<file path="config.mk">
export PLATFORM = sky130hd
export DESIGN_NAME = cfc_core
export DESIGN_NICKNAME = d
export VERILOG_FILES = /design/src/include/cfc_pkg.sv /design/src/rtl/cfc_core.sv
export VERILOG_INCLUDE_DIRS = /design/src /design/src/include
export SDC_FILE = /design/constraint.sdc
export NUM_CORES = 1
export LEC_CHECK = 0
export ABC_CLOCK_PERIOD_IN_PS = 2080
export BUFFER_PORTS_ARGS = -buffer_cell sky130_fd_sc_hd__buf_2
export CAP_MARGIN = 0
export CELL_PAD_IN_SITES_DETAIL_PLACEMENT = 0
export CELL_PAD_IN_SITES_GLOBAL_PLACEMENT = 1
export CORE_MARGIN = 3
export CORE_UTILIZATION = 34
export DETAILED_ROUTE_END_ITERATION = 7
export PLACE_DENSITY = 0.89
export SETUP_SLACK_MARGIN = 0.4
export SYNTH_ARGS = -nofsm -noshare
export SYNTH_HDL_FRONTEND = slang
export SYNTH_SLANG_ARGS = --single-unit
</file>
<file path="constraint.sdc">
create_clock -name pclk -period 2.08 [get_ports pclk]
set_clock_uncertainty 0.1 [all_clocks]
set_input_delay 0.208 -clock pclk [delete_from_list [all_inputs] [get_ports pclk]]
set_output_delay 0.208 -clock pclk [all_outputs]
set_load 0.005 [all_outputs]
</file>
<file path="src/include/cfc_defines.svh">
// Constants for the fault and mode control block
`ifndef CFC_DEFINES_SVH
`define CFC_DEFINES_SVH
`define CFC_ADDR_W        24
`define CFC_DATA_W        16
`define CFC_STAT_W        8
`define CFC_OFF_MSW       12'h000
`define CFC_OFF_CMD       12'h004
`define CFC_OFF_STATUS    12'h008
`define CFC_MSW_PE        0
`define CFC_MSW_MP        1
`define CFC_MSW_TS        3
`define CFC_CMD_CLR_TS    0
`define CFC_VEC_NO_EXT    8'h07
`define CFC_VEC_DOUBLE    8'h08
`define CFC_RST_CS        16'hf000
`define CFC_RST_IP        16'hfff0
`define CFC_UPPER_HIGH    4'hf
`define CFC_UPPER_LOW     4'h0
`define CFC_STAT_HALT     8'h03
`define CFC_STAT_IDLE     8'hff
`endif

</file>
<file path="src/include/cfc_pkg.sv">
// Types shared by the fault and mode control block
package cfc_pkg;
	typedef enum logic [3:0] {
		CFC_RUN    = 4'b0001,
		CFC_FAULT  = 4'b0010,
		CFC_DOUBLE = 4'b0100,
		CFC_SHUT   = 4'b1000
	} cfc_fault_t;
	typedef enum logic [2:0] {
		CFC_OP_ADJ  = 3'h0,
		CFC_OP_VERIFY_READABLE_OP = 3'h1,
		CFC_OP_VERIFY_WRITABLE_OP = 3'h2,
		CFC_OP_LSL  = 3'h3,
		CFC_OP_LAR  = 3'h4
	} cfc_ptr_op_t;
	typedef enum logic [1:0] {
		CFC_SEG_CODE  = 2'h0,
		CFC_SEG_DATA  = 2'h1,
		CFC_SEG_EXTRA = 2'h2,
		CFC_SEG_STACK = 2'h3
	} cfc_seg_t;
endpackage : cfc_pkg

</file>
<file path="src/rtl/cfc_core.sv">
// Fault escalation, mode control and pointer test logic with APB registers
//
// Behaviour
// - Every completed task switch sets task_switched_flag in machine_status_word.
// - Task switch never saves or reloads the extension's internal context.
// - Extension instruction with task switched and extension present traps on vector 7.
// - Pointer tests never raise exceptions; outcome only through zero_condition_flag.
// - Adjust op raises selector level to the maximum; flag set only on change.
// - Verify ops set flag when segment readable or writable, else clear it.
// - Limit load copies limit only when permitted; flag set on success.
// - Rights load copies rights byte only when permitted; flag set on success.
// - Two exceptions within one instruction produce double fault on vector 8.
// - Exception during double fault processing enters shutdown; nothing executes.
// - Shutdown left by nonmaskable interrupt, mode kept, or by reset.
// - Entering shutdown runs a halt bus cycle with address_bit_one low.
// - After reset execution starts in real address mode.
// - After reset real-mode code accesses drive upper_address_lines high until code segment reload.
// - After code reload real-mode code accesses drive them low; other segments low in real mode, passed through in protected mode.
// - Reset sets code segment and instruction pointer to F000:FFF0.
// - Jump to a task state segment pulses load_task_state to request a load of task, table, segment and general registers.
// - Local bus has 24 address, 16 data and 8 status lines.
`timescale 1ns/100ps
`include "cfc_defines.svh"

module cfc_core #(
	parameter int ADDR_W = `CFC_ADDR_W,
	parameter int DATA_W = `CFC_DATA_W,
	parameter int STAT_W = `CFC_STAT_W
) (
	input  wire logic                pclk,
	input  wire logic                presetn,
	input  wire logic [11:0]         paddr,
	input  wire logic                psel,
	input  wire logic                penable,
	input  wire logic                pwrite,
	input  wire logic [31:0]         pwdata,
	output logic      [31:0]         prdata,
	output logic                     pready,
	output logic                     pslverr,
	input  wire logic                task_switch_done,
	input  wire logic                tss_jump,
	input  wire logic                cop_instr_valid,
	input  wire logic                exc_valid,
	input  wire logic [7:0]          exc_vector_in,
	input  wire logic                instr_retire,
	input  wire logic                nmi_in,
	input  wire logic                cs_reload,
	input  wire logic [15:0]         cs_new,
	input  wire logic [15:0]         ip_new,
	input  wire logic                mem_access_valid,
	input  wire logic [1:0]          mem_seg,
	input  wire logic [ADDR_W-1:0]   mem_addr,
	input  wire logic                ptr_op_valid,
	input  wire logic [2:0]          ptr_op,
	input  wire logic [1:0]          sel_rpl,
	input  wire logic [1:0]          reg_rpl,
	input  wire logic                desc_valid,
	input  wire logic                priv_ok,
	input  wire logic                desc_readable,
	input  wire logic                desc_writable,
	input  wire logic                limit_type_ok,
	input  wire logic [DATA_W-1:0]   desc_limit,
	input  wire logic [7:0]          desc_rights,
	output logic                     exc_take,
	output logic [7:0]               exc_vector,
	output logic                     shutdown,
	output logic                     halt_cycle,
	output logic                     address_bit_one,
	output logic [STAT_W-1:0]        bus_status,
	output logic [ADDR_W-1:0]        phys_addr,
	output logic                     phys_addr_valid,
	output logic [15:0]              code_seg,
	output logic [15:0]              instr_ptr,
	output logic                     load_task_state,
	output logic                     protection_enable_flag,
	output logic                     zero_condition_flag,
	output logic                     ptr_done,
	output logic [DATA_W-1:0]        ptr_result,
	output logic                     ptr_result_we,
	output logic [1:0]               ptr_rpl
);

	typedef struct packed {
		logic                pe;
		logic                mp;
		logic                ts;
		cfc_pkg::cfc_fault_t fst;
		logic                cs_fresh;
		logic [15:0]         cs;
		logic [15:0]         ip;
		logic                exc_take;
		logic [7:0]          exc_vec;
		logic                shut;
		logic                halt;
		logic                a1;
		logic [STAT_W-1:0]   stat;
		logic [ADDR_W-1:0]   addr;
		logic                addr_v;
		logic                load_task;
		logic                zf;
		logic                pdone;
		logic [DATA_W-1:0]   pres;
		logic                pwe;
		logic [1:0]          prpl;
		logic                pready;
		logic [31:0]         prdata;
		logic                pslverr;
	} cfc_state_t;

	cfc_state_t s_q;
	cfc_state_t s_d;

	logic acc_phase;
	logic acc_done;
	logic mapped;
	logic cop_trap;
	logic exc_ev;
	logic clr_ts;

	// Access phase decode; a write lands only on the edge where pready is seen high
	assign acc_phase = psel & penable;
	assign acc_done  = acc_phase & s_q.pready;
	assign mapped    = (paddr == `CFC_OFF_MSW) | (paddr == `CFC_OFF_CMD) |
	                   (paddr == `CFC_OFF_STATUS);
	assign clr_ts    = acc_done & pwrite & (paddr == `CFC_OFF_CMD) & pwdata[`CFC_CMD_CLR_TS];

	// Extension trap, and shutdown masks both the extension trap and the outside exception input
	assign cop_trap = cop_instr_valid & s_q.ts & s_q.mp & ~s_q.shut;
	assign exc_ev   = (exc_valid & ~s_q.shut) | cop_trap;

	// Next state of the whole block
	always_comb begin
		s_d           = s_q;
		s_d.exc_take  = 1'b0;
		s_d.halt      = 1'b0;
		s_d.stat      = `CFC_STAT_IDLE;
		s_d.addr_v    = 1'b0;
		s_d.load_task = 1'b0;
		s_d.pdone     = 1'b0;
		s_d.pwe       = 1'b0;

		// APB slave: one wait state, then data and error stand with pready
		s_d.pready  = acc_phase & ~s_q.pready;
		s_d.pslverr = acc_phase & ~s_q.pready & ~mapped;
		s_d.prdata  = 32'h0000_0000;
		if (acc_phase & ~s_q.pready & ~pwrite) begin
			case (paddr)
				`CFC_OFF_MSW: begin
					s_d.prdata[`CFC_MSW_PE] = s_q.pe;
					s_d.prdata[`CFC_MSW_MP] = s_q.mp;
					s_d.prdata[`CFC_MSW_TS] = s_q.ts;
				end
				`CFC_OFF_STATUS: begin
					s_d.prdata[3:0]  = s_q.fst;
					s_d.prdata[4]    = s_q.cs_fresh;
					s_d.prdata[15:8] = s_q.exc_vec;
				end
				default: s_d.prdata = 32'h0000_0000;
			endcase
		end

		// Status word load: protection enable can be set but only reset clears it
		if (acc_done & pwrite & (paddr == `CFC_OFF_MSW)) begin
			s_d.pe = s_q.pe | pwdata[`CFC_MSW_PE];
			s_d.mp = pwdata[`CFC_MSW_MP];
		end

		// Task switched flag: the switch sets it and wins over a clear in the same cycle
		if (clr_ts) begin
			s_d.ts = 1'b0;
		end
		if (task_switch_done & ~s_q.shut) begin
			s_d.ts = 1'b1;
			// Only the flag moves; extension context is left for the trap handler
		end

		// Task state segment jump requests the full register reload
		s_d.load_task = tss_jump & ~s_q.shut;

		// Fault escalation
		case (s_q.fst)
			cfc_pkg::CFC_RUN: begin
				if (exc_ev) begin
					s_d.exc_take = 1'b1;
					s_d.exc_vec  = cop_trap ? `CFC_VEC_NO_EXT : exc_vector_in;
					s_d.fst      = cfc_pkg::CFC_FAULT;
				end
			end
			cfc_pkg::CFC_FAULT: begin
				if (exc_ev) begin
					s_d.exc_take = 1'b1;
					s_d.exc_vec  = `CFC_VEC_DOUBLE;
					s_d.fst      = cfc_pkg::CFC_DOUBLE;
				end else if (instr_retire) begin
					s_d.fst = cfc_pkg::CFC_RUN;
				end
			end
			cfc_pkg::CFC_DOUBLE: begin
				if (exc_ev) begin
					s_d.fst  = cfc_pkg::CFC_SHUT;
					s_d.shut = 1'b1;
					s_d.halt = 1'b1;
					s_d.a1   = 1'b0;
					s_d.stat = `CFC_STAT_HALT;
				end else if (instr_retire) begin
					s_d.fst = cfc_pkg::CFC_RUN;
				end
			end
			cfc_pkg::CFC_SHUT: begin
				// Besides reset, only the interrupt gets out; protection mode is kept as it was
				if (nmi_in) begin
					s_d.fst  = cfc_pkg::CFC_RUN;
					s_d.shut = 1'b0;
					s_d.a1   = 1'b1;
				end
			end
			default: s_d.fst = cfc_pkg::CFC_RUN;
		endcase

		// Code segment reload ends the top-of-memory window until the next reset
		if (cs_reload & ~s_q.shut) begin
			s_d.cs       = cs_new;
			s_d.ip       = ip_new;
			s_d.cs_fresh = 1'b0;
		end

		// Real mode forces the upper lines; protected accesses arrive translated
		if (mem_access_valid & ~s_q.shut) begin
			s_d.addr_v = 1'b1;
			s_d.addr   = mem_addr;
			if (!s_q.pe) begin
				if ((mem_seg == cfc_pkg::CFC_SEG_CODE) && s_q.cs_fresh) begin
					s_d.addr[ADDR_W-1 -: 4] = `CFC_UPPER_HIGH;
				end else begin
					s_d.addr[ADDR_W-1 -: 4] = `CFC_UPPER_LOW;
				end
			end
		end

		// Pointer tests report only through the flag, never through exc_take
		if (ptr_op_valid & ~s_q.shut) begin
			s_d.pdone = 1'b1;
			case (ptr_op)
				cfc_pkg::CFC_OP_ADJ: begin
					s_d.zf   = reg_rpl > sel_rpl;
					s_d.prpl = (reg_rpl > sel_rpl) ? reg_rpl : sel_rpl;
				end
				cfc_pkg::CFC_OP_VERIFY_READABLE_OP: s_d.zf = desc_valid & priv_ok & desc_readable;
				cfc_pkg::CFC_OP_VERIFY_WRITABLE_OP: s_d.zf = desc_valid & priv_ok & desc_writable;
				cfc_pkg::CFC_OP_LSL: begin
					s_d.zf = desc_valid & priv_ok & limit_type_ok;
					if (desc_valid & priv_ok & limit_type_ok) begin
						s_d.pres = desc_limit;
						s_d.pwe  = 1'b1;
					end
				end
				cfc_pkg::CFC_OP_LAR: begin
					s_d.zf = desc_valid & priv_ok;
					if (desc_valid & priv_ok) begin
						s_d.pres = {{(DATA_W-8){1'b0}}, desc_rights};
						s_d.pwe  = 1'b1;
					end
				end
				default: s_d.pdone = 1'b0;
			endcase
		end
	end

	// State register; reset returns to real mode at the reset vector
	always_ff @(posedge pclk or negedge presetn) begin
		if (!presetn) begin
			s_q          <= '0;
			s_q.fst      <= cfc_pkg::CFC_RUN;
			s_q.pe       <= 1'b0;
			s_q.cs_fresh <= 1'b1;
			s_q.cs       <= `CFC_RST_CS;
			s_q.ip       <= `CFC_RST_IP;
			s_q.a1       <= 1'b1;
			s_q.stat     <= `CFC_STAT_IDLE;
		end else begin
			s_q <= s_d;
		end
	end

	// Outputs straight from the state register
	assign prdata                 = s_q.prdata;
	assign pready                 = s_q.pready;
	assign pslverr                = s_q.pslverr;
	assign exc_take               = s_q.exc_take;
	assign exc_vector             = s_q.exc_vec;
	assign shutdown               = s_q.shut;
	assign halt_cycle             = s_q.halt;
	assign address_bit_one        = s_q.a1;
	assign bus_status             = s_q.stat;
	assign phys_addr              = s_q.addr;
	assign phys_addr_valid        = s_q.addr_v;
	assign code_seg               = s_q.cs;
	assign instr_ptr              = s_q.ip;
	assign load_task_state        = s_q.load_task;
	assign protection_enable_flag = s_q.pe;
	assign zero_condition_flag    = s_q.zf;
	assign ptr_done               = s_q.pdone;
	assign ptr_result             = s_q.pres;
	assign ptr_result_we          = s_q.pwe;
	assign ptr_rpl                = s_q.prpl;
endmodule : cfc_core

</file>
## Word level (Yosys, flattened, before mapping)

Cells that the tools add are included.
Widths: inputs -> output; s select.

- Bitwise gates (word level): 30
- $lt $le $gt $ge: 1
- Mux-type cells: 36
- Equality and inequality tests: 16
- Reduce and logical (&&, ||, !) cells: 16

Operators by type and width:

| kind | count |
|---|---|
| $mux 17 | 2 |
| $pmux 17 s2 | 1 |
| $mux 4 | 7 |
| $mux 8 | 3 |
| $and 1x1->1 | 22 |
| $mux 20 | 1 |
| $mux 9 | 2 |
| $pmux 9 s2 | 1 |
| $mux 16 | 1 |
| $pmux 4 s4 | 1 |
| $eq 12x3->1 const B | 1 |
| $eq 12x4->1 const B | 1 |
| $logic_not 12->1 | 1 |
| $ne 2x2->1 const B | 6 |
| $mux 11 | 1 |
| $mux 1 | 9 |
| $reduce_bool 2->1 | 4 |
| $eq 3x2->1 const B | 2 |
| $pmux 1 s2 | 3 |
| $reduce_and 2->1 | 3 |
| $reduce_and 3->1 | 2 |
| $pmux 1 s5 | 1 |
| $reduce_bool 5->1 | 1 |
| $reduce_or 5->1 | 1 |
| 15 further kinds | 22 |

- Bits of input ports: 160
- Bits in registers: 125

## Logic depth before layout (Yosys ltp)

Gate-level depths: netlist (run 1).

- Word-level depth: 7
- Depth in mapped cells: 6
- Mapped depth without buffers: 6

## Worst setup path before layout (run 1)

No wires, ideal clock.

- Path kind: reg-to-reg
- Start point: reg s_q[134] (netlist name)
- End point: reg s_q (netlist bit exc_vector[3])
- Required time: 1.853 ns
- Stages on the path, launching flop included: 6
- Setup time: 0.127 ns
- Path slack: 0.258 ns
- Data arrival time: 1.596 ns
- Clock period less this slack: 1.822 ns
- Cells stage by stage: dfstp_2 -> clkbuf_2 -> or4b_4 -> a21oi_1 -> a21oi_1 -> o2bb2a_1

- Longest elaborated chain between the ends: 3

Ends and longest elaborated chain:

| what | RTL line | text |
|---|---|---|
| start, declared | cfc_core.sv:110 | `cfc_state_t s_q;` |
| $eq 4x2->1 / $eq 4x1->1 (equally long branches) | cfc_core.sv:181 | `case (s_q.fst)` |
| $ne 2x2->1 (no source line) / $reduce_bool 2->1 (equally long branches) | n/a |  |
| $reduce_and 3->1 (no source line) | n/a |  |

Parallel ways exist; a longest one is shown, timed or not.
A chain may end at the register's enable or synchronous reset.

## Worst setup path after layout (run 1)

- Start point: reg s_q[134] (netlist name)
- End point: reg s_q (netlist bit exc_vector[6])

The elaborated chain is that of the path after synthesis.

==> run summary, run 1 <==
The final period utilization was 83.9%. The clock latency on the worst-skew pair is 0.40 ns, and the die width is 135 um. STA classifies the critical path endpoint as a flip-flop. The mean instance size in the synthesized netlist works out to 11.6 um2. The DRC violation count after routing is 0.

The count of nets left with antenna violations once routing finished came out at 0. The maximum cell stage delay along the critical path works out to 0.53 ns. The wire length reported by the detailed router is 15.5 mm, and the detailed-placement wirelength estimate is 9.78 mm. Before antenna repair, the detailed router went through 4 iterations. In this run the cell area of the synthesized design comes to 5630 um2.

In this run the power density over the cells is 1090 nW/um2. The number of port buffers is 242. The layout net count is 896. The slowest library cell on the worst path was sky130_fd_sc_hd__dfstp_2. After synthesis the netlist holds a flip-flop and latch count of 115.

Summing the areas of all compound-gate instances in the mapped netlist gives 8.95% of the synthesized area. The class of the tightest hold or removal check is in -> reg. Global routing used 16.0% of the available tracks across all layers. The first global-routing pass estimated 22.5 mm of wire. The number of global-route vias before repair is 4,438. The shortest clock period the worst path allows after layout is 1.74 ns. At the pin with the least slew margin, the transition time is 0.662 ns. Synthesis produced a netlist whose cell count is 484. The fraction of synthesized area in multiplexers is 11.5%. Of the cells placed in the final design, the portion with a size suffix greater than 1 is 53.1%.

The predominant post-synthesis flop cell was sky130_fd_sc_hd__dfrtp_1. After filler insertion, the fill cell instance count of the layout stands at 1,384. The kind of cell with the highest combined delay along the critical path is simple AND/OR/NAND/NOR gates. The clock-pin slew on the worst setup and hold paths is 0.05 ns, and the number of buffers and inverters on the critical path is 0.

The count of synthesis-stage warnings from yosys is 0, and the global placer's final weighted congestion is 0.765. Worst voltage drop across the vdd grid: 0.000544 V. The die covers 18,100 um2.

STA classifies the critical path startpoint as a flip-flop. The run gives 0 as the setup-violating endpoint count in the final report. Global routing finished with a remaining overflow of 0. Die height: 135 um.

During I/O placement, the number of pins put on the boundary was 294. The tree built by TritonCTS fans out to 115 sinks. TritonCTS built the clock tree. Buffers inserted during clock tree synthesis total 17. The repair_antennas step left the layout with diodes totalling 0. For this block, the initial DRC count from the detailed router was 154. The hold violation count in the final report is 0, and the number of enable-type register cells in the synthesized netlist is 0.

Yosys mapped the design onto 48 distinct sky130hd cell types. Setup repair after global routing could not meet its margin everywhere. The proportion of synthesized flip-flops having asynchronous set or reset is 100%, and the max-slew violation count is 0. At the end of the flow the core is filled with cells to 50.9%.

Detailed routing inserted a total of 4,330 vias. Headroom to the max-slew limit came out at 55.9%. The synthesized netlist devotes 0.667% of its cell area to adder and majority cells. The signal on the critical path passes through or4b_4 > nor3b_4 > a22oi_1 > o2bb2ai_1. For this configuration, the core starts out at a cell density of 35.1%.

After Yosys synthesis, and, or, nand and nor cells account for 8.13% of the synthesized area. Relative to the synthesized area, the layout overhead comes to 45.0%. The register cell area after layout is 2910 um2, and the combined area of the multi-input logic cells is 2000 um2.

The timing-limited maximum frequency is 573 MHz, and the xor/xnor share of the synthesized area is 0.311%. Entering global routing, the biggest net connects 116 pins. Using the TritonRoute via totals, the vias-per-cell ratio works out to 4.50. The tools report the post-route setup TNS as 0 ns. Clock tree synthesis selected as its root buffer the cell sky130_fd_sc_hd__clkbuf_16. After floorplanning, the core was sized to cover 16,100 um2. The start-to-end type of the worst setup path is reg -> reg.

The mean routed wirelength per cell was 16.1 um; the maximum root-to-sink buffer count was 2. The run finished with clean final reports. Max-cap violations in this run came to 0.

After synthesis, the largest family of logic cells by area is buffers and inverters. STA puts the critical path data required time at 2.31 ns. The H-tree was split into 4 levels.

The tools report the count of standard-cell rows as 46. Of all nets on the critical path, the largest fanout is 4. Summed over all cells, the static leakage comes to 4.09 nW.

The tools report the critical path data arrival time as 1.97 ns. The initial antenna violation count is 0. The run gives 51.5% as the sequential element share of the synthesized area.
[final timing paths]
check                           slack, ns  cells after the start           from       endpoint
worst max-delay path                 0.34                      4       s_q[134]  exc_vector[6]
worst min-delay path                 0.02                      3   instr_retire       s_q[136]
worst min register to register       0.38                      1  ptr_result[1]  ptr_result[1]
min in group asynchronous            0.31                      3        presetn   phys_addr[2]
max in group asynchronous            0.99                      3        presetn       shutdown
worst max register to register       0.34                      4       s_q[134]  exc_vector[6]
[metrics by stage]
step / hold slack [ns] / area [um2] / setup WS [ns] / std cells / total power, mW
global route: 0.0150 / 8170 / 0.277 / 962 / 9.39
floorplan: -0.188 / 5720 / 0.331 / 503 / 5.12
CTS: 0.00161 / 7830 / 0.320 / 955 / 8.59
global placement: 0.247 / 6280 / 0.283 / 829 / 5.39
detailed placement: 0.254 / 6280 / 0.245 / 829 / 5.47
finish: 0.0177 / 8170 / 0.335 / 962 / 8.90
[flip-flops by register name, indices dropped and copies added, names as in the netlist, 2 cells and up]
name	count
s_q	7
phys_addr	24
ptr_rpl	2
ptr_result	16
instr_ptr	16
exc_vector	8
code_seg	16
prdata	13
[final cells by class]
| type | count | area share (%) |
|---|---|---|
| clock buffer | 23 | 5.97 |
| sequential | 115 | 35.6 |
| clock inverter | 9 | 0.965 |
| multi-input combinational | 236 | 24.4 |
| inverter | 15 | 0.689 |
| tap | 216 | 3.31 |
| timing repair buffer | 348 | 29.0 |
[power breakdown]
part | switching (mW) | internal, mW | leakage [nW]
registers | 0.401 | 2.92 | 1.38
clock network | 0.992 | 1.76 | 0.279
logic | 1.16 | 1.67 | 2.43
total | 2.55 | 6.35 | 4.09
[worst reg2reg max path, stage by stage (launching register included)]
cell and delay (ns):
sky130_fd_sc_hd__dfstp_2 0.53, sky130_fd_sc_hd__or4b_4 0.51, sky130_fd_sc_hd__nor3b_4 0.28, sky130_fd_sc_hd__a22oi_1 0.11, sky130_fd_sc_hd__o2bb2ai_1 0.15
[logic make-up after synthesis]
logic type / count (synthesis)
buffers and inverters: 154
flip-flops: 115
AND/OR/NAND/NOR: 83
AO/OA/AOI/OAI: 67
multiplexers: 58
adder cells (fa/ha/maj): 3
other: 2
XOR/XNOR: 2
[routing by layer]
| layer | vias to the layer above | routed length (um) | GRT usage [%] |
|---|---|---|---|
| li1 | 2025 | - | - |
| met1 | 2103 | 6080 | 17.5 |
| met2 | 184 | 8060 | 28.3 |
| met3 | 18 | 1120 | 5.40 |
| met4 | 0 | 244 | 6.39 |
| met5 | - | 0 | 0 |
[layout by cell type, fill, tap and decap left out, drive strengths merged, types with 2 or more instances in the layout]
cell,n
o21ai,3
and2,13
inv,14
nor4,2
a22o,8
dfrtp,95
and4b,3
o2bb2ai,15
nand2,17
a31oi,2
clkbuf,26
dfstp,20
o21bai,3
nand2b,2
buf,262
nand3b,2
and2b,3
nor2b,2
nor2,20
or4b,2
mux2i,5
xor2,2
mux2,53
nand3,6
or2,2
o31ai,2
conb,21
a22oi,12
nor3,4
and3,2
a21oi,16
clkinv,7
dlygate4sd3,82
ha,3
clkinvlp,2
[synthesized netlist by cell type (2+ instances only)]
library cell,number,area [um2]
sky130_fd_sc_hd__ha_1,3,37.5
sky130_fd_sc_hd__a31oi_1,2,12.5
sky130_fd_sc_hd__nand3b_1,2,15.0
sky130_fd_sc_hd__o31ai_1,2,15.0
sky130_fd_sc_hd__inv_1,14,52.6
sky130_fd_sc_hd__dfstp_2,20,526
sky130_fd_sc_hd__clkbuf_1,7,26.3
sky130_fd_sc_hd__buf_4,123,923
sky130_fd_sc_hd__a22oi_1,12,90.1
sky130_fd_sc_hd__and2b_1,3,22.5
sky130_fd_sc_hd__mux2_2,53,597
sky130_fd_sc_hd__nor2_1,20,75.1
sky130_fd_sc_hd__nand2_1,17,63.8
sky130_fd_sc_hd__a22o_1,8,70.1
sky130_fd_sc_hd__conb_1,2,7.51
sky130_fd_sc_hd__or2_2,2,12.5
sky130_fd_sc_hd__nand3_1,6,30.0
sky130_fd_sc_hd__mux2i_1,5,50.1
sky130_fd_sc_hd__buf_2,7,35.0
sky130_fd_sc_hd__nor4_1,2,12.5
sky130_fd_sc_hd__and2_1,13,81.3
sky130_fd_sc_hd__dfrtp_1,95,2380
sky130_fd_sc_hd__xor2_1,2,17.5
sky130_fd_sc_hd__a21oi_1,16,80.1
sky130_fd_sc_hd__nor3_1,4,20.0
sky130_fd_sc_hd__nor2b_1,2,12.5
sky130_fd_sc_hd__and4b_1,3,30.0
sky130_fd_sc_hd__nand2b_1,2,12.5
sky130_fd_sc_hd__o21ai_0,3,15.0
sky130_fd_sc_hd__o2bb2ai_1,15,131
sky130_fd_sc_hd__and3_1,2,12.5
[timing repair]
action / CTS / global route
hold buffers: 83 / 0
gates cloned: 2 / 5
pin swaps: 7 / 8
setup endpoints to repair: 40 / 83
setup buffers: 9 / 3
gates resized for setup: 9 / 60
endpoints found under the hold margin: 175 / 0
(Power assumes the default switching activity.)
==> run 2: changes to the inputs <==
--- a/config.mk
+++ b/config.mk
@@ -6,15 +6,15 @@
 export SDC_FILE = /design/constraint.sdc
 export NUM_CORES = 1
 export LEC_CHECK = 0
-export ABC_CLOCK_PERIOD_IN_PS = 2080
+export ABC_CLOCK_PERIOD_IN_PS = 1400
 export BUFFER_PORTS_ARGS = -buffer_cell sky130_fd_sc_hd__buf_2
 export CAP_MARGIN = 0
 export CELL_PAD_IN_SITES_DETAIL_PLACEMENT = 0
 export CELL_PAD_IN_SITES_GLOBAL_PLACEMENT = 1
 export CORE_MARGIN = 3
-export CORE_UTILIZATION = 34
+export CORE_UTILIZATION = 31
 export DETAILED_ROUTE_END_ITERATION = 7
-export PLACE_DENSITY = 0.89
+export PLACE_DENSITY = 0.86
 export SETUP_SLACK_MARGIN = 0.4
 export SYNTH_ARGS = -nofsm -noshare
 export SYNTH_HDL_FRONTEND = slang
==> constraint.sdc (replaced) <==
create_clock -name pclk -period 1.4 [get_ports pclk]
set_clock_uncertainty 0.1 [all_clocks]
set_input_delay 0.14 -clock pclk [delete_from_list [all_inputs] [get_ports pclk]]
set_output_delay 0.14 -clock pclk [all_outputs]
set_load 0.005 [all_outputs]
==> run 2 against run 1 <==
Effect of this change:
- the run now ends with setup timing left
- wire length increased by 24%
- via count grew 14%
- combinational power rose by 140%
- global-route usage is 2.1 points higher
- total power is 76% higher
- sequential cell count unchanged
- die area rose by 9.2%
- cell area up 22%
- clock-buffer cell count down 6
- critical endpoint is now exc_vector[4]
- largest cell class is now non-clock buffers
- largest power group is now combinational logic
- maximum frequency fell by 1.3%
- first-iteration DRC count decreased by 20%
- register-to-register slack got worse by 0.70 ns
==> run summary, run 2 (synthesized netlist as in run 1, its figures left out) <==
Setup repair after global routing could not meet its margin everywhere. The run gives 33.1% as the global routing usage on met2. The total power per unit cell area was 1570 nW/um2.

The post-route core utilization was 56.8%. The tools report the critical path data arrival time as 2.00 ns. Leaving out fill and tap cells, the most frequent cell in the layout is sky130_fd_sc_hd__buf_2. Number of global-route vias before repair: 5,129. The global placer's final weighted congestion was 0.806; the worst voltage drop across the vdd grid was 0.00119 V. The slowest library cell on the worst path was sky130_fd_sc_hd__dfstp_2. The tools report the max-cap violation count as 0. The worst setup path is launched from a flip-flop. The post-route setup TNS is -18.08 ns.

The tools report the overall overflow remaining after global route as 0. The critical path in this run is classified as reg -> reg. The register-to-register path setup slack came out at -0.37 ns.

The number of cells on the worst hold path was 3; the iteration-0 DRC count of the detailed router was 123. The timing-limited maximum frequency was 565 MHz. The tools report the required time of the critical path as 1.63 ns. The cell sitting at the root of the clock tree is a sky130_fd_sc_hd__clkbuf_16. Along the worst path, the maximum fanout reaches 4.

The endpoint of the most critical register-to-register path was exc_vector[4]. The flow ran to the end, but the final reports show violations. The maximum cell stage delay along the critical path works out to 0.54 ns. Final worst slack: -0.368 ns. The worst setup path is captured at a flip-flop. TritonCTS built the clock tree. met2 is the most crowded layer. The die is 141 um tall. Counting I/O delays and the setup requirement, the final critical path takes 1.77 ns. Mean routed wirelength per cell: 17.2 um.

Wires add up to 19.2 mm. For this run, global-route usage on met3 was measured as 4.41%. The hold violation count in the final report is 0. Walking the worst path, the cells encountered are or4b_4 > nor3b_4 > a22oi_1 > o2bb2ai_1. Leaving out fill and tap cells, the most frequent cells in the layout are sky130_fd_sc_hd__buf_2 (225), sky130_fd_sc_hd__buf_4 (110), sky130_fd_sc_hd__dlygate4sd3_1 (98). Final hold analysis gives a worst-case slack of 0.00634 ns. The startpoint identified for the worst register-to-register timing path is s_q[134]. The signed area change from the synthesized netlist to the final layout was 76.9%.

For this configuration, the core starts out at a cell density of 32.1%. Entering global routing, the biggest net connects 35 pins. For the global-route met1 utilization, the log shows 20.4%. The final reports fail on setup timing. For the worst-skew pair, the clock arrives at the later sink with an insertion delay of 0.41 ns. The clock tree synthesis step divided the H-tree into 4 levels. For the number of buffers created by CTS, the log shows 17. Of the cells placed in the final design, the portion with a size suffix greater than 1 is 63.3%. Once detail routing completed, the nets flagged for antenna violations numbered 0. The tools report the initial antenna violation count as 0.

The min-delay analysis places its worst path in the category in -> reg. Setup violations remaining at the end of the flow were counted as 101. Fill cells in the final layout number 1,380.

After detailed routing, the number of vias per cell comes to 4.43. The logs give 10.8 mm for the detailed-placement wirelength estimate and 48 for the count of standard-cell rows. The number of port buffers is 242.

Sink of the worst hold path: protection_enable_flag. After layout, the worst path uses 126% of the clock period. The worst register-to-register path has a depth of 4.

The region available for standard cell placement spans 17,500 um2. For the top-level port count, the log shows 294. Summed over all cells, the static leakage comes to 5.02 nW. The startpoint identified for the worst hold timing path is pwrite. The logs give 1,043 for the layout net count and 0 for the max-slew violation count. The die covers 19,800 um2. The repair_antennas step left the layout with diodes totalling 0. The via count of the routed design is 4,954. Die width: 141 um. Counting along the longest clock path gives a buffer depth of 2. The first detailed-routing pass took 4 iterations. The register with the most flip-flops in the layout has 24 of them. Clock-pin slew was measured on the worst setup and hold paths at 0.06 ns.

The clock drives 115 sinks. In the global route stage, overall resource usage came out at 18.0%. The wire length of the first global-routing pass was 27.7 mm; the DRC violation count after routing was 0.
run 2: cell types whose count changed in the layout (fill, tap and decap cells not counted), sizes merged, moves of 2 or more:
| cell | change |
|---|---|
| buf | +135 |
| clkbuf | -7 |
| clkinvlp | +3 |
| dlygate4sd3 | +16 |
| inv | +2 |
| o21bai | -2 |
run 2: power breakdown:
part | total (mW) | internal, mW | leakage, nW | switching [mW]
Combinational | 6.67 | 4.22 | 3.37 | 2.45
Clock | 4.11 | 2.45 | 0.263 | 1.66
Sequential | 4.86 | 4.33 | 1.38 | 0.526
run 2: timing repair:
action,in CTS,in global routing
resized for setup,64,46
hold endpoints to repair,173,2
cloned,8,0
pin swaps,27,16
setup endpoints to repair,225,250
setup buffers,60,46
hold buffers,97,1
run 2: layer usage:
layer,vias to the layer above,routed length [um]
met2,205,10400
met1,2405,7130
li1,2309,-
met3,35,1210
met5,-,0
met4,0,473
run 2: final cells by class:
type | count | area, um2 | share of cell area, %
inverters | 15 | 63.8 | 0.641
well taps | 225 | 282 | 2.83
repair buffers | 497 | 3870 | 38.9
clock inverters | 15 | 138 | 1.38
clock buffers | 17 | 425 | 4.27
flip-flops and latches | 115 | 2900 | 29.1
multi-input cells | 234 | 2280 | 22.8
run 2: stage by stage:
step	cells	instance area [um2]	setup WS [ns]	power, mW
after floorplan	503	6190	-0.348	8.29
after global placement	874	6950	-0.293	8.72
after detailed placement	874	6950	-0.331	8.81
after CTS	1071	9410	-0.347	14.7
after global routing	1118	9960	-0.408	16.4
final	1118	9960	-0.368	15.6
run 2: critical path, delay by kind of cell (launching register included):
family / cells / cell delay [ns]
and+or+nand+nor: 2 / 0.77
DFF: 1 / 0.54
AOI/OAI and AO/OA: 2 / 0.28
run 2: worst max path at each step:
stage,startpoint,end
2_1_floorplan,s_q[134],exc_vector[6]
3_3_place_gp,s_q[134],exc_vector[4]
3_5_place_dp,s_q[134],exc_vector[4]
4_1_cts,s_q[134],exc_vector[4]
5_1_grt,s_q[134],exc_vector[7]
6_report,s_q[134],exc_vector[4]
==> run 3: changes to the inputs <==
--- a/config.mk
+++ b/config.mk
@@ -6,15 +6,16 @@
 export SDC_FILE = /design/constraint.sdc
 export NUM_CORES = 1
 export LEC_CHECK = 0
+export ABC_AREA = 1
 export ABC_CLOCK_PERIOD_IN_PS = 1400
 export BUFFER_PORTS_ARGS = -buffer_cell sky130_fd_sc_hd__buf_2
 export CAP_MARGIN = 0
 export CELL_PAD_IN_SITES_DETAIL_PLACEMENT = 0
 export CELL_PAD_IN_SITES_GLOBAL_PLACEMENT = 1
 export CORE_MARGIN = 3
-export CORE_UTILIZATION = 31
+export CORE_UTILIZATION = 29
 export DETAILED_ROUTE_END_ITERATION = 7
-export PLACE_DENSITY = 0.86
+export PLACE_DENSITY = 0.85
 export SETUP_SLACK_MARGIN = 0.4
 export SYNTH_ARGS = -nofsm -noshare
 export SYNTH_HDL_FRONTEND = slang
==> run 3 against run 2 <==
Effect of this change:
- synthesized cell count grew 42%
- combinational power shrank 61%
- sequential share of layout area grew 1.3 points
- the flow still finishes with violations (setup timing)
==> run summary, run 3 <==
The flow ran to the end, but the final reports show violations. The checks that failed: setup timing. The top cell types in the final layout, fill and taps aside, are sky130_fd_sc_hd__nand2_1 (235), sky130_fd_sc_hd__buf_2 (229), sky130_fd_sc_hd__dfrtp_1 (95), sky130_fd_sc_hd__dlygate4sd3_1 (95), sky130_fd_sc_hd__buf_4 (59). Across the run, the number of max-cap violations was 0.

The critical path goes through inv_4 > nand2_4 > nor2_4 > nor2_4 > nor2_4 > nor2_2 > buf_6 > nand2_1 > nand2_1. Using the TritonRoute via totals, the vias-per-cell ratio works out to 4.19. The Yosys step of the flow raised 0 warnings. The run gives 11 as the setup-violating endpoint count in the final report.

The cell that appears most often on the critical path is sky130_fd_sc_hd__nor2_4. In this run the power spent charging and discharging nets is 2.94 mW. The clock latency on the worst-skew pair was 0.40 ns; the fraction of power spent switching nets was 25.7%. Setup repair after global routing could not meet its margin everywhere.

The die is 147 um tall. The adder and majority cell fraction of the synthesized area works out to 0.648%. At the end of routability-driven placement, the weighted congestion stood at 0.800. The number of buffers and inverters on the critical path works out to 2. The pin count of the biggest net entering global routing was 49; the number of buffers created by CTS was 17. The run gives 0.00819 ns as the minimum hold slack. The count of standard-cell rows is 51, and the diode insertion count for antenna repair is 0. The run gives 33 as the count of distinct cell types in the synthesized netlist.

The final worst slack was -0.0148 ns; the maximum cell stage delay along the critical path was 0.42 ns. Biggest fanout along the worst timing path: 9. The die width was 147 um; the count of clock tree sinks was 115.

The synthesized instance count was 689. In the post-synthesis netlist, the biggest area contributors are sky130_fd_sc_hd__dfrtp_1 (41%), sky130_fd_sc_hd__nand2_1 (17%), sky130_fd_sc_hd__buf_4 (16%). Of the total power, the clock network draws 41.2%. After the first detailed-routing iteration, the DRC count stood at 208. Wire length of the first global-routing pass: 27.7 mm. The total design power came out at 11.4 mW. The type of element launching the critical path is a flip-flop. Detailed placement ended at an HPWL of 11.8 mm. Yosys mapped a number of flops with a built-in enable equal to 0. After detailed routing, the number of remaining DRC violations is 0. The logs give 8.50 mW for the cell-internal power and 27.7% for the global routing usage on met2.

The detailed router placed 5,437 vias in this run. The first detailed-routing pass took 7 iterations. The post-route core utilization came out at 48.9%. The area of the core is 19,500 um2, and the total power per unit cell area is 1200 nW/um2. The smallest clock period supported by the final layout is computed as 1.41 ns. The layout net count was 1,182; the proportion of synthesized flip-flops having asynchronous set or reset was 100%. After Yosys synthesis, XOR and XNOR cells account for 0% of the synthesized area.

In the final layout, the share of cells above drive strength 1 is 46.3%. The run gives 5,433 as the number of global-route vias before repair. The tools report the worst setup slack before clock tree synthesis as -0.0993 ns. The floorplan step defined a die boundary enclosing 21,700 um2.

The hold violation count in the final report was 0. The most heavily used metal layer in global routing is met2. The synthesized netlist devotes 3.60% of its cell area to compound gates. Sequential cells burn 35.9% of the power. Area fraction of the dominant cell type after synthesis: 41.0%. The critical path is of the reg -> reg type. Compared with the post-synthesis result, the final layout area differs by 64.8%.

TritonCTS built the clock tree. The biggest area contributor in the post-synthesis netlist is sky130_fd_sc_hd__dfrtp_1. In this run the cell area measured after placement is 6850 um2. The overall global routing resource usage was 16.2%. The mean instance size in the synthesized netlist is 8.41 um2. After synthesis, the most frequently instantiated cells are sky130_fd_sc_hd__nand2_1 (261), sky130_fd_sc_hd__buf_4 (122), sky130_fd_sc_hd__dfrtp_1 (95). Of the total power, combinational logic draws 22.9%. Global routing used 6.53% of the available met3 tracks. The required time of the critical path is 1.60 ns. In the finished design, the share of the clock period the worst path needs comes to 101%. Global routing finished with a remaining overflow of 0. For the critical path data arrival time, the log shows 1.61 ns.

The count of state elements after synthesis is 115. The class of the tightest hold or removal check is in -> reg. For the total number of H-tree levels, the log shows 4. The tools report the kind of capture point of the worst setup path as a flip-flop. The slowest stage of the critical path is the sky130_fd_sc_hd__dfrtp_1 cell. After synthesis, the share of cell area in mux cells is 0%. Summing the sequential cell areas from Yosys gives 50.1% of the chip area. The timing-limited maximum frequency came out at 707 MHz. Once the floorplan was initialized, standard cells occupied 29.7% of the core. For this run, the leading register cell type out of synthesis is sky130_fd_sc_hd__dfrtp_1.

For the maximum root-to-sink buffer count, the log shows 2. The post-synthesis simple-gate area fraction was 25.6%. Once layout is done, the placed cells without fillers occupy 9550 um2.

The synthesized netlist occupies a cell area of 5800 um2. The tools report the leakage power summed over all cells as 5.17 nW. The root buffer cell chosen for the clock tree is sky130_fd_sc_hd__clkbuf_16.

Combinational family with the most area after synthesis: simple AND/OR/NAND/NOR gates. Initial antenna violation count: 0. The max-slew violation count is 0, and the number of port buffers is 242. The global-route met1 utilization was 18.6%. The routed design has 18.7 mm of wire. 294 I/O pins were placed.

Most frequent standard cell in the layout excluding fill and tap cells: sky130_fd_sc_hd__nand2_1. The critical path's top delay family is simple AND/OR/NAND/NOR gates. sky130_fd_sc_hd__nand2_1 is the most common cell in the netlist. The count of nets left with antenna violations after detail routing was 0; the flip-flop count of the largest register, all copies and words added was 24. Dividing the detail-routed wire length by the instance count gives 14.4 um. The worst-case IR drop observed on VDD is 0.000735 V.

Clock-pin slew was measured on the worst setup and hold paths at 0.05 ns.
run 3: changes by cell type after synthesis, sizes merged, moves of 7 or more:
| cell | previous run | this run |
|---|---|---|
| o21ai | 3 | 26 |
| and2 | 13 | 0 |
| a22oi | 12 | 0 |
| a22o | 8 | 0 |
| nor3b | 1 | 8 |
| nand3 | 6 | 26 |
| mux2 | 53 | 0 |
| inv | 14 | 43 |
| nor2 | 20 | 36 |
| nand2 | 17 | 266 |
| o2bb2ai | 15 | 0 |
run 3: final cells by class:
type	count	area [um2]
clock buffer	23	498
clock inverter	9	149
fill	1773	9980
inverter	44	213
multi-input combinational	416	2250
sequential	115	2900
tap	265	332
timing repair buffer	424	3190
timing repair inverter	1	16.3
run 3: cells by family (layout without fill, tap and decap cells):
family          count (synthesis)  count (layout)
simple gates                  348             351
buf+inv                       180             501
flops                         115             115
compound gates                 41              41
fa+ha+maj                       3               3
other cells                     2              21
run 3: tightest hold or removal path, cell delays in order:
cell                      delay, ns
sky130_fd_sc_hd__buf_2         0.13
sky130_fd_sc_hd__nor3_4        0.07
sky130_fd_sc_hd__nand3_1       0.07
sky130_fd_sc_hd__a21oi_2       0.05
run 3: path summary, 6_finish.rpt:
check                           depth (start not counted)         start             to  slack, ns
worst max-delay path                                    9      shutdown  exc_vector[7]      -0.01
worst min-delay path                                    4      paddr[3]      prdata[0]      0.008
worst max register to register                          9      shutdown  exc_vector[7]      -0.01
worst min register to register                          2  instr_ptr[6]   instr_ptr[6]       0.36
max in group asynchronous                               3       presetn  instr_ptr[13]       0.50
min in group asynchronous                               2       presetn    code_seg[2]       0.10
run 3: power groups by stage:
stage,Clock (mW),Combinational [mW],Sequential [mW]
after detailed placement,0,1.76,4.16
after global routing,5.03,2.89,4.16
after global placement,0,1.73,4.15
after CTS,4.84,2.34,4.09
after floorplan,0,1.37,4.09
final,4.71,2.62,4.11
run 3: repair_timing:
action,4_1_cts,5_1_grt
cloned,7,5
pin swaps,16,30
hold endpoints to repair,198,0
hold buffers,95,0
setup endpoints to repair,225,226
setup buffers,22,24
gates resized for setup,74,61
run 3: metrics by stage:
stage | TNS, ns | std cells
2_1_floorplan | 0 | 708
3_3_place_gp | -0.675 | 1112
3_5_place_dp | -1.23 | 1112
4_1_cts | -0.118 | 1268
5_1_grt | -2.25 | 1297
6_report | -0.0675 | 1297
run 3: metal layers:
metal | up-vias | wire, um
met5 | - | 0
met4 | 0 | 291
met3 | 22 | 1500
met2 | 226 | 9370
met1 | 2532 | 7510
li1 | 2657 | -
